===== src/hdl/dps_defines.vh =====
// constants of the drive protection supervisor: register map, reset values,
// protection levels and timing counts.
// assumes a 25 MHz core clock and sensor words produced on that clock.
`ifndef DPS_DEFINES_VH
`define DPS_DEFINES_VH

// ---------------------------------------------------------------
// register byte offsets
// ---------------------------------------------------------------
`define DPS_REG_CTRL 8'h00
`define DPS_REG_BRAKE_THR 8'h04
`define DPS_REG_OL_RATED 8'h08
`define DPS_REG_OL_HALF 8'h0C
`define DPS_REG_OL_FIFTH 8'h10
`define DPS_REG_STATUS 8'h14
`define DPS_REG_OL_LEVEL 8'h18
`define DPS_REG_BRAKE_EFF 8'h1C

// ---------------------------------------------------------------
// field positions
// ---------------------------------------------------------------
`define DPS_CTRL_FRAME_B 0
`define DPS_CTRL_PTC_EN 1
`define DPS_CTRL_FAN_LO 2
`define DPS_ST_OL_FAULT 0
`define DPS_ST_MOD_FAULT 1
`define DPS_ST_PTC_FAULT 2
`define DPS_ST_OL_ALARM 4
`define DPS_ST_MOD_ALARM 5
`define DPS_ST_BRAKE 8
`define DPS_ST_FAN 9
`define DPS_ST_OL_OFF 10

// ---------------------------------------------------------------
// fan modes
// ---------------------------------------------------------------
`define DPS_FAN_OFF 2'd0
`define DPS_FAN_ON 2'd1
`define DPS_FAN_AUTO 2'd2

// ---------------------------------------------------------------
// brake levels, volts
// ---------------------------------------------------------------
`define DPS_BRAKE_SET_MIN 10'd325
`define DPS_BRAKE_SET_MAX 10'd460
`define DPS_BRAKE_RESET 10'd365
`define DPS_LINK_OV_V 410
`define DPS_BRAKE_MARGIN_PCT 15
// lowest effective level, rounded up: 348.5 V becomes 349 V
`define DPS_BRAKE_BAND_LO ((`DPS_LINK_OV_V*(100-`DPS_BRAKE_MARGIN_PCT)+99)/100)
`define DPS_BRAKE_BAND_HI `DPS_LINK_OV_V

// ---------------------------------------------------------------
// overload, current in hundredths of inverter rated current
// ---------------------------------------------------------------
`define DPS_OL_THR_MIN 8'd10
`define DPS_OL_THR_MAX 8'd200
`define DPS_OL_THR_RESET 8'd120
`define DPS_SPEED_HALF_PCT 8'd50
`define DPS_SPEED_RATED_PCT 8'd100
`define DPS_OL_ALARM_PERMILLE 63
`define DPS_OL_TRIP_S 60
`define DPS_OL_TRIP_PCT 150
`define DPS_TICK_US 1000
`define DPS_CLK_MHZ 25
`define DPS_TICK_CYC (`DPS_TICK_US*`DPS_CLK_MHZ)
// level at full scale per threshold unit: excess (thr/2) times trip ticks
`define DPS_OL_FULL_K ((`DPS_OL_TRIP_S*1000000/`DPS_TICK_US)*(`DPS_OL_TRIP_PCT-100)/100)

// ---------------------------------------------------------------
// temperatures in tenths of a degree, sensor voltage in millivolts
// ---------------------------------------------------------------
`define DPS_TEMP_A_ALARM 12'd900
`define DPS_TEMP_A_FAULT 12'd1000
`define DPS_TEMP_B_ALARM 12'd1160
`define DPS_TEMP_B_FAULT 12'd1260
`define DPS_FAN_ON_MARGIN 12'd100
`define DPS_FAN_HYST 12'd50
`define DPS_PTC_HI_MV 14'd9100
`define DPS_PTC_LO_MV 14'd1300

`endif


===== src/hdl/dps_ixt_core.v =====
// overload integrator: accumulates current above the selected threshold,
// decays below it, and flags alarm and trip levels.
// assumes a one-cycle tick at the integration rate from the parent.
`timescale 1ns/1ps
`include "dps_defines.vh"

module dps_ixt_core #(
	parameter ACC_W = 24,
	parameter CUR_W = 9,
	parameter THR_W = 8
) (
	// clock and reset
	input wire core_clk_i,
	input wire rst_i,
	// integration control
	input wire tick_i,
	input wire disable_i,
	input wire [CUR_W-1:0] current_i,
	input wire [THR_W-1:0] thr_i,
	// restore from nonvolatile store
	input wire restore_i,
	input wire [ACC_W-1:0] restore_level_i,
	// results
	output reg [ACC_W-1:0] level_o,
	output reg alarm_o,
	output reg trip_o
);

	// ---------------------------------------------------------------
	// level arithmetic
	// ---------------------------------------------------------------
	localparam [ACC_W-1:0] ACC_MAX = {ACC_W{1'b1}};
	localparam [ACC_W-1:0] FULL_K = `DPS_OL_FULL_K;
	localparam [39:0] ALARM_PM = `DPS_OL_ALARM_PERMILLE;

	wire above; // current strictly over threshold
	wire [CUR_W:0] diff_up; // excess current
	wire [CUR_W:0] diff_dn; // margin below threshold
	wire [ACC_W:0] sum_up; // level plus excess, one spare bit
	wire [ACC_W-1:0] full; // 100 percent level for this threshold
	wire [39:0] lvl_pm; // level times 1000
	wire [39:0] alarm_lim; // full level times alarm permille

	assign above = current_i > {{(CUR_W-THR_W){1'b0}}, thr_i};
	assign diff_up = {1'b0, current_i} - {{(CUR_W-THR_W+1){1'b0}}, thr_i};
	assign diff_dn = {{(CUR_W-THR_W+1){1'b0}}, thr_i} - {1'b0, current_i};
	assign sum_up = {1'b0, level_o} + {{(ACC_W-CUR_W){1'b0}}, diff_up};
	assign full = {{(ACC_W-THR_W){1'b0}}, thr_i} * FULL_K;
	assign lvl_pm = {{(40-ACC_W){1'b0}}, level_o} * 40'd1000;
	assign alarm_lim = {{(40-ACC_W){1'b0}}, full} * ALARM_PM;

	// integrator: rises with excess, falls with margin, never wraps
	always @(posedge core_clk_i or posedge rst_i) begin
		if (rst_i) begin
			level_o <= {ACC_W{1'b0}};
		end else if (restore_i) begin
			level_o <= restore_level_i;
		end else if (tick_i && !disable_i) begin
			if (above) begin
				// saturate rather than wrap to a cool reading
				level_o <= sum_up[ACC_W] ? ACC_MAX : sum_up[ACC_W-1:0];
			end else if (level_o > {{(ACC_W-CUR_W-1){1'b0}}, diff_dn}) begin
				level_o <= level_o - {{(ACC_W-CUR_W-1){1'b0}}, diff_dn};
			end else begin
				level_o <= {ACC_W{1'b0}};
			end
		end
	end

	// alarm and trip flags, registered
	always @(posedge core_clk_i or posedge rst_i) begin
		if (rst_i) begin
			alarm_o <= 1'b0;
			trip_o <= 1'b0;
		end else begin
			alarm_o <= !disable_i && (level_o != {ACC_W{1'b0}}) &&
				(lvl_pm >= alarm_lim);
			// a trip also needs present excess: no fault while below
			trip_o <= !disable_i && above && (level_o >= full);
		end
	end

endmodule


===== src/hdl/dps_supervisor.v =====
// drive protection supervisor top: brake chopper, motor overload,
// module and motor overtemperature, fan control, register port.
// assumes sensor words are produced by converter logic on core_clk_i,
// and that a nonvolatile store outside saves nv_level_o and
// presents it back with a restore strobe after power-up.
`timescale 1ns/1ps
`include "dps_defines.vh"

module dps_supervisor #(
	parameter TICK_CYCLES = `DPS_TICK_CYC,
	parameter ACC_W = 24
) (
	// clock and reset
	input wire core_clk_i,
	input wire rst_i,
	// register port
	input wire [7:0] reg_addr_i,
	input wire [31:0] reg_wdata_i,
	input wire reg_wr_i,
	input wire reg_rd_i,
	output reg [31:0] reg_rdata_o,
	// sensor words
	input wire [9:0] link_voltage_i,
	input wire [8:0] out_current_i,
	input wire [7:0] out_speed_pct_i,
	input wire [11:0] module_temperature_i,
	input wire [13:0] ptc_voltage_i,
	// nonvolatile overload level
	input wire nv_restore_i,
	input wire [ACC_W-1:0] nv_level_i,
	output wire [ACC_W-1:0] nv_level_o,
	// power stage
	output reg brake_switch_o,
	output reg gate_block_o,
	output reg fan_on_o,
	// protection indications
	output wire motor_overload_alarm_o,
	output wire module_overtemp_alarm_o,
	output wire motor_overload_fault_o,
	output wire module_overtemp_fault_o,
	output wire motor_overtemp_fault_o
);

	// ---------------------------------------------------------------
	// helpers
	// ---------------------------------------------------------------
	// clamp a written value into its adjustable range
	function [9:0] clamp10;
		input [31:0] v;
		input [9:0] lo;
		input [9:0] hi;
		begin
			if (v < {22'h00_0000, lo})
				clamp10 = lo;
			else if (v > {22'h00_0000, hi})
				clamp10 = hi;
			else
				clamp10 = v[9:0];
		end
	endfunction

	localparam [9:0] BAND_LO = `DPS_BRAKE_BAND_LO;
	localparam [9:0] BAND_HI = `DPS_BRAKE_BAND_HI;
	localparam [31:0] TICK_LAST = TICK_CYCLES - 1;

	// ---------------------------------------------------------------
	// configuration registers
	// ---------------------------------------------------------------
	reg frame_b_q; // power module frame B limits
	reg ptc_en_q; // analog input used for motor sensor
	reg [1:0] fan_mode_q; // fan_mode setting
	reg [9:0] brake_threshold_q; // brake_threshold_setting, volts
	reg [7:0] ol_rated_q; // overload_thr_rated_speed
	reg [7:0] ol_half_q; // overload_thr_half_speed
	reg [7:0] ol_fifth_q; // overload_thr_fifth_speed

	wire wr_ctrl = reg_wr_i && (reg_addr_i == `DPS_REG_CTRL);
	wire wr_brake = reg_wr_i && (reg_addr_i == `DPS_REG_BRAKE_THR);
	wire wr_rated = reg_wr_i && (reg_addr_i == `DPS_REG_OL_RATED);
	wire wr_half = reg_wr_i && (reg_addr_i == `DPS_REG_OL_HALF);
	wire wr_fifth = reg_wr_i && (reg_addr_i == `DPS_REG_OL_FIFTH);
	wire wr_status = reg_wr_i && (reg_addr_i == `DPS_REG_STATUS);
	wire [1:0] wr_fan = reg_wdata_i[`DPS_CTRL_FAN_LO+1:`DPS_CTRL_FAN_LO];
	// threshold write value held in range; it always fits in 8 bits
	wire [9:0] thr_cl = clamp10(reg_wdata_i, {2'b00, `DPS_OL_THR_MIN},
		{2'b00, `DPS_OL_THR_MAX});

	// register writes; out-of-range values clamp to the adjustable range
	always @(posedge core_clk_i or posedge rst_i) begin
		if (rst_i) begin
			frame_b_q <= 1'b0;
			ptc_en_q <= 1'b0;
			fan_mode_q <= `DPS_FAN_AUTO;
			brake_threshold_q <= `DPS_BRAKE_RESET;
			ol_rated_q <= `DPS_OL_THR_RESET;
			ol_half_q <= `DPS_OL_THR_RESET;
			ol_fifth_q <= `DPS_OL_THR_RESET;
		end else begin
			if (wr_ctrl) begin
				frame_b_q <= reg_wdata_i[`DPS_CTRL_FRAME_B];
				ptc_en_q <= reg_wdata_i[`DPS_CTRL_PTC_EN];
				// mode code 3 is not defined: keep the old mode
				if (wr_fan != 2'd3)
					fan_mode_q <= wr_fan;
			end
			if (wr_brake)
				brake_threshold_q <= clamp10(reg_wdata_i,
					`DPS_BRAKE_SET_MIN, `DPS_BRAKE_SET_MAX);
			if (wr_rated)
				ol_rated_q <= thr_cl[7:0];
			if (wr_half)
				ol_half_q <= thr_cl[7:0];
			if (wr_fifth)
				ol_fifth_q <= thr_cl[7:0];
		end
	end

	// ---------------------------------------------------------------
	// dynamic brake
	// ---------------------------------------------------------------
	// the low edge keeps braking out of the normal link region
	wire brake_off = brake_threshold_q > BAND_HI;
	wire [9:0] brake_eff = (brake_threshold_q < BAND_LO) ?
		BAND_LO : brake_threshold_q;

	// chopper: closed while the link sits at or over the level; the
	// resistor pulls it below, which opens it again on the next edge
	always @(posedge core_clk_i or posedge rst_i) begin
		if (rst_i)
			brake_switch_o <= 1'b0;
		else
			brake_switch_o <= !brake_off &&
				(link_voltage_i >= brake_eff);
	end

	// ---------------------------------------------------------------
	// motor overload
	// ---------------------------------------------------------------
	reg [31:0] tick_cnt_q; // integration period counter
	reg tick_q; // one-cycle integration tick
	reg [7:0] ol_sel; // threshold for present speed
	wire ol_off; // protection switched off by settings
	wire [ACC_W-1:0] ol_level; // integrator level
	wire ol_alarm;
	wire ol_trip;

	// integration tick
	always @(posedge core_clk_i or posedge rst_i) begin
		if (rst_i) begin
			tick_cnt_q <= 32'h0000_0000;
			tick_q <= 1'b0;
		end else if (tick_cnt_q >= TICK_LAST) begin
			tick_cnt_q <= 32'h0000_0000;
			tick_q <= 1'b1;
		end else begin
			tick_cnt_q <= tick_cnt_q + 32'h0000_0001;
			tick_q <= 1'b0;
		end
	end

	// threshold chosen by output speed band
	always @* begin
		if (out_speed_pct_i >= `DPS_SPEED_RATED_PCT)
			ol_sel = ol_rated_q;
		else if (out_speed_pct_i >= `DPS_SPEED_HALF_PCT)
			ol_sel = ol_half_q;
		else
			ol_sel = ol_fifth_q;
	end

	assign ol_off = (ol_rated_q >= `DPS_OL_THR_MAX) &&
		(ol_half_q >= `DPS_OL_THR_MAX) &&
		(ol_fifth_q >= `DPS_OL_THR_MAX);

	dps_ixt_core #(
		.ACC_W(ACC_W),
		.CUR_W(9),
		.THR_W(8)
	) u_ixt (
		.core_clk_i(core_clk_i),
		.rst_i(rst_i),
		.tick_i(tick_q),
		.disable_i(ol_off),
		.current_i(out_current_i),
		.thr_i(ol_sel),
		.restore_i(nv_restore_i),
		.restore_level_i(nv_level_i),
		.level_o(ol_level),
		.alarm_o(ol_alarm),
		.trip_o(ol_trip)
	);

	assign nv_level_o = ol_level;

	// ---------------------------------------------------------------
	// module temperature and fan
	// ---------------------------------------------------------------
	wire [11:0] t_alarm = frame_b_q ? `DPS_TEMP_B_ALARM : `DPS_TEMP_A_ALARM;
	wire [11:0] t_fault = frame_b_q ? `DPS_TEMP_B_FAULT : `DPS_TEMP_A_FAULT;
	wire [11:0] fan_on_lvl = t_alarm - `DPS_FAN_ON_MARGIN;
	wire [11:0] fan_off_lvl = fan_on_lvl - `DPS_FAN_HYST;
	wire mod_alarm = module_temperature_i >= t_alarm;
	wire mod_hit = module_temperature_i >= t_fault;
	reg mod_alarm_q; // module overtemperature alarm, live
	reg ol_alarm_q; // overload alarm, live
	reg auto_fan_q; // automatic fan demand, with hysteresis

	// alarms follow their cause; hysteresis keeps the fan from chattering
	always @(posedge core_clk_i or posedge rst_i) begin
		if (rst_i) begin
			mod_alarm_q <= 1'b0;
			ol_alarm_q <= 1'b0;
			auto_fan_q <= 1'b0;
			fan_on_o <= 1'b0;
		end else begin
			mod_alarm_q <= mod_alarm;
			ol_alarm_q <= ol_alarm;
			if (module_temperature_i >= fan_on_lvl)
				auto_fan_q <= 1'b1;
			else if (module_temperature_i < fan_off_lvl)
				auto_fan_q <= 1'b0;
			case (fan_mode_q)
				`DPS_FAN_OFF: fan_on_o <= 1'b0;
				`DPS_FAN_ON: fan_on_o <= 1'b1;
				default: fan_on_o <= auto_fan_q;
			endcase
		end
	end

	// ---------------------------------------------------------------
	// motor sensor window
	// ---------------------------------------------------------------
	wire ptc_hit = ptc_en_q && ((ptc_voltage_i > `DPS_PTC_HI_MV) ||
		(ptc_voltage_i < `DPS_PTC_LO_MV));

	// ---------------------------------------------------------------
	// latched faults
	// ---------------------------------------------------------------
	reg ol_fault_q; // motor_overload_fault
	reg mod_fault_q; // module_overtemp_fault
	reg ptc_fault_q; // motor_overtemp_fault
	wire clr_ol = wr_status && reg_wdata_i[`DPS_ST_OL_FAULT];
	wire clr_mod = wr_status && reg_wdata_i[`DPS_ST_MOD_FAULT];
	wire clr_ptc = wr_status && reg_wdata_i[`DPS_ST_PTC_FAULT];

	// faults hold until written one; a present cause wins over the clear
	always @(posedge core_clk_i or posedge rst_i) begin
		if (rst_i) begin
			ol_fault_q <= 1'b0;
			mod_fault_q <= 1'b0;
			ptc_fault_q <= 1'b0;
			gate_block_o <= 1'b0;
		end else begin
			ol_fault_q <= ol_trip | (ol_fault_q & ~clr_ol);
			mod_fault_q <= mod_hit | (mod_fault_q & ~clr_mod);
			ptc_fault_q <= ptc_hit | (ptc_fault_q & ~clr_ptc);
			// alarms are left out on purpose: they never stop the motor
			gate_block_o <= ol_fault_q | mod_fault_q | ptc_fault_q;
		end
	end

	assign motor_overload_alarm_o = ol_alarm_q;
	assign module_overtemp_alarm_o = mod_alarm_q;
	assign motor_overload_fault_o = ol_fault_q;
	assign module_overtemp_fault_o = mod_fault_q;
	assign motor_overtemp_fault_o = ptc_fault_q;

	// ---------------------------------------------------------------
	// read port
	// ---------------------------------------------------------------
	reg [31:0] rd_mux; // selected read word

	// read word selection; unmapped offsets read zero
	always @* begin
		rd_mux = 32'h0000_0000;
		case (reg_addr_i)
			`DPS_REG_CTRL: begin
				rd_mux[`DPS_CTRL_FRAME_B] = frame_b_q;
				rd_mux[`DPS_CTRL_PTC_EN] = ptc_en_q;
				rd_mux[`DPS_CTRL_FAN_LO+1:`DPS_CTRL_FAN_LO] = fan_mode_q;
			end
			`DPS_REG_BRAKE_THR: rd_mux[9:0] = brake_threshold_q;
			`DPS_REG_OL_RATED: rd_mux[7:0] = ol_rated_q;
			`DPS_REG_OL_HALF: rd_mux[7:0] = ol_half_q;
			`DPS_REG_OL_FIFTH: rd_mux[7:0] = ol_fifth_q;
			`DPS_REG_STATUS: begin
				rd_mux[`DPS_ST_OL_FAULT] = ol_fault_q;
				rd_mux[`DPS_ST_MOD_FAULT] = mod_fault_q;
				rd_mux[`DPS_ST_PTC_FAULT] = ptc_fault_q;
				rd_mux[`DPS_ST_OL_ALARM] = ol_alarm_q;
				rd_mux[`DPS_ST_MOD_ALARM] = mod_alarm_q;
				rd_mux[`DPS_ST_BRAKE] = brake_switch_o;
				rd_mux[`DPS_ST_FAN] = fan_on_o;
				rd_mux[`DPS_ST_OL_OFF] = ol_off;
			end
			`DPS_REG_OL_LEVEL: rd_mux[ACC_W-1:0] = ol_level;
			`DPS_REG_BRAKE_EFF: rd_mux[9:0] = brake_off ? 10'h000 : brake_eff;
			default: rd_mux = 32'h0000_0000;
		endcase
	end

	// read data stand only in the cycle after the strobe, zero otherwise
	always @(posedge core_clk_i or posedge rst_i) begin
		if (rst_i)
			reg_rdata_o <= 32'h0000_0000;
		else if (reg_rd_i)
			reg_rdata_o <= rd_mux;
		else
			reg_rdata_o <= 32'h0000_0000;
	end

endmodule


===== config.mk =====
export PLATFORM = sky130hd
export DESIGN_NAME = dps_supervisor
export DESIGN_NICKNAME = d
export VERILOG_FILES = /design/src/hdl/dps_ixt_core.v /design/src/hdl/dps_supervisor.v
export VERILOG_INCLUDE_DIRS = /design/src /design/src/hdl
export SDC_FILE = /design/constraint.sdc
export NUM_CORES = 1
export LEC_CHECK = 0
export BUFFER_PORTS_ARGS = -buffer_cell sky130_fd_sc_hd__buf_2
export CAP_MARGIN = 20
export CORE_MARGIN = 2
export CORE_UTILIZATION = 40
export CTS_BUF_LIST = sky130_fd_sc_hd__clkbuf_4
export CTS_CLUSTER_DIAMETER = 50
export DETAILED_ROUTE_END_ITERATION = 16
export GPL_TIMING_DRIVEN = 0
export PLACE_DENSITY = 0.65
export SYNTH_ARGS = -nofsm -noshare
export SYNTH_HDL_FRONTEND = slang
export SYNTH_SLANG_ARGS = --single-unit

===== constraint.sdc =====
create_clock -name core_clk_i -period 11 [get_ports core_clk_i]
set_input_delay 2.2 -clock core_clk_i [delete_from_list [all_inputs] [get_ports core_clk_i]]
set_output_delay 2.2 -clock core_clk_i [all_outputs]
set_load 0.005 [all_outputs]

==> run_results.csv <==
group,metric,value,unit
worst_setup_path,rr_startpoint,"ol_half_q[6]",
synth,yosys_warnings,0,
outcome,status,"finished with violations",
synth,synth_edf_count,0,
global_routing,antenna_found_initial,2,
sta,period_minus_slack,11030,ps
clocking,cts_tree,"yes",
worst_setup_path,crit_arrival,11450,ps
clocking,clkLatencyLatePin,560,ps
routing,wl_per_cell,18.7,um
sta,worst_pin_slew,931,ps
die,rows,77,
place,dp_hpwl,43900,um
die,die-area,0.0461,sq mm
sta,skew,19.9,ps
die,die_h,215,um
cells_and_area,final_util,0.477,
worst_setup_path,timing_worst_setup_path_type,"in2reg",
global_routing,grt_pass1_wl,86000,um
run,cap_violations,0,
cells_and_area,n_fill_cell,4218,
global_routing,grt_max_degree,77,
synth,syn_area,0.0178,sq mm
worst_setup_path,cp-start-kind,"primary input",
synth,async_flop_share,1.00,
worst_setup_path,worstSetupEndpointType,"register",
worst_hold_path,holdPathEnd,"motor_overload_alarm_o",
synth,ys_ff_latch,130,
clocking,ctsHoldBuffers,0,
synth,yosys.cell_types.count,81,
sta,setup_viol,1,
routing,vias_per_cell,5.53,
clocking,path_clk_slew,120,ps
clocking,cts_root_buffer,"clkbuf_4",
routing,drc_errors,0,
synth,seq_area_frac_synth,0.185,
sta,slew_headroom,0.374,
routing,postRouteAntennaNets,0,
die,die_w,215,um
worst_setup_path,r2r_slack,1540,ps
cells_and_area,final_layout_size_suffix_gt1_frac,0.186,
routing,drtIter0Drc,1160,
synth,synth_flop_cell,"dfrtp_1",
worst_setup_path,worstReg2RegEnd,"u_ixt.alarm_o",
die,core_area,0.0440,sq mm
global_routing,grt_pass1_vias,15874,
worst_setup_path,slowest_stage,"fa_2",
worst_hold_path,min_path_cells,0,
worst_hold_path,hp-class,"reg2reg",
worst_setup_path,ff2ff_path_depth,38,
routing,route.vias.total,15849,
worst_setup_path,worstPathRequired,11420,ps
synth,synth.avg_cell_area,8.97,sq um
worst_setup_path,cp_max_fo,6,
cells_and_area,mostFrequentLayoutCell,"ha_1",
place,portBuffers,174,
sta,layout_setup_ws,-30.9,ps
routing,drt-pass1-iter-count,6,
clocking,cts_buffer_depth,2,
worst_hold_path,min_from,"u_ixt.alarm_o",
cells_and_area,nNetsFinal,2802,
global_routing,grt_usage,0.233,
sta,maxSlewViolCount,0,
clocking,cts_num_sinks,130,
die,start_util,0.403,
cells_and_area,final_cell_mix,"ha_1, inv_1, buf_2, fa_1, nand2_1",
synth,netlist_instances,1979,
cells_and_area,syn2layout_area_growth,18.4,%
clocking,cts-buffers-inserted,17,
sta,hold_viol,0,
die,ios,186,
worst_setup_path,cp_slowest_stage_delay,560,ps
clocking,cts-htree-levels,4,
sta,rsz0062_at_grt,"true",
sta,hold_ws,374,ps
sta,max_freq,90.7,MHz
routing,finalWirelength,53700,um
sta,min_period_over_period,1.00,
place,gp_congestion,0.960,
outcome,violations,"setup timing",
global_routing,gr-total-overflow,0,
flip-flops by register name, summed over array words and instances (netlist names), 2 cells and up:
signal and flops:
u_ixt.level_o 24, tick_cnt_q 32, brake_threshold_q 10, ol_rated_q 8
reg_rdata_o 24, ol_fifth_q 8, fan_mode_q 2, ol_half_q 8
cell families after synthesis:
group,share of synthesized area
buffers and inverters,0.0610
adders and majority gates,0.358
DFF,0.185
muxes,0.00832
other,0.000211
xor gates and xnor gates,0.0558
AOI/OAI and AO/OA,0.185
and+or+nand+nor,0.146
Yosys cell counts, drive strengths merged, types with 25 or more instances:
cell | instances | area [sq um]
xor2 | 39 | 342
nand2 | 124 | 465
xnor2 | 74 | 648
a21o | 42 | 315
clkbuf | 44 | 165
fa | 151 | 3020
and3 | 44 | 275
inv | 223 | 837
nor2 | 125 | 472
nor2b | 25 | 156
ha | 267 | 3340
dfrtp | 111 | 2780
nor3 | 41 | 205
a21oi | 124 | 621
o21ai | 124 | 621
nand3 | 59 | 295
worst max-delay path: cells and delay by family:
family	cells	cell delay, ps
simple gates	7	1350
compound gates	16	3480
fa+ha+maj	8	3030
buf+inv	8	810
xor+xnor	3	510
through the flow:
stage / setup slack, ps / instance area (sq um) / cells / setup TNS [ps]
floorplan: 8.65 / 18100 / 2003 / 0
global placement: -1840 / 19700 / 2769 / -1840
detailed placement: -1940 / 19800 / 2770 / -1940
CTS: -57.5 / 20600 / 2839 / -57.5
global route: -374 / 21000 / 2868 / -374
finish: -30.9 / 21000 / 2868 / -30.9
per-layer routing:
metal,wire (um),vias up,global-route usage,part of all wire
met5,0,-,0,0
met2,25000,530,0.379,0.47
met4,1410,0,0.0713,0.026
li1,-,7533,-,-
met1,24100,7702,0.323,0.45
met3,3070,84,0.0311,0.057
worst max path at each step:
stage / endpoint / start / cells past startpoint / slack (ps)
4_1_cts: u_ixt.alarm_o / out_speed_pct_i[3] / 40 / -60
3_3_place_gp: u_ixt.alarm_o / out_speed_pct_i[2] / 38 / -1840
2_1_floorplan: u_ixt.alarm_o / out_speed_pct_i[4] / 38 / 9
3_5_place_dp: u_ixt.alarm_o / out_speed_pct_i[2] / 38 / -1940
6_report: u_ixt.alarm_o / out_speed_pct_i[2] / 42 / -30
5_1_grt: u_ixt.alarm_o / out_speed_pct_i[2] / 43 / -370
final cells by class:
type | instances | area (sq um) | share of cell area
antenna | 2 | 5.00 | 0.000238
buffer | 56 | 262 | 0.0124
clock buffer | 17 | 128 | 0.00607
clock inverter | 14 | 140 | 0.00667
inverter | 223 | 848 | 0.0404
multi-input combinational | 1594 | 14200 | 0.674
sequential | 130 | 3280 | 0.156
tap | 592 | 741 | 0.0352
timing repair buffer | 240 | 1440 | 0.0687
repair_timing:
| item | in CTS | in global routing |
|---|---|---|
| resized for setup | 52 | 39 |
| cloned | 0 | 1 |
| pin swaps | 53 | 54 |
| setup endpoints to repair | 1 | 1 |
| setup buffers | 38 | 26 |
Power is not shown: default switching activity piles up to over one toggle a cycle in this logic, so the estimate is an artifact.
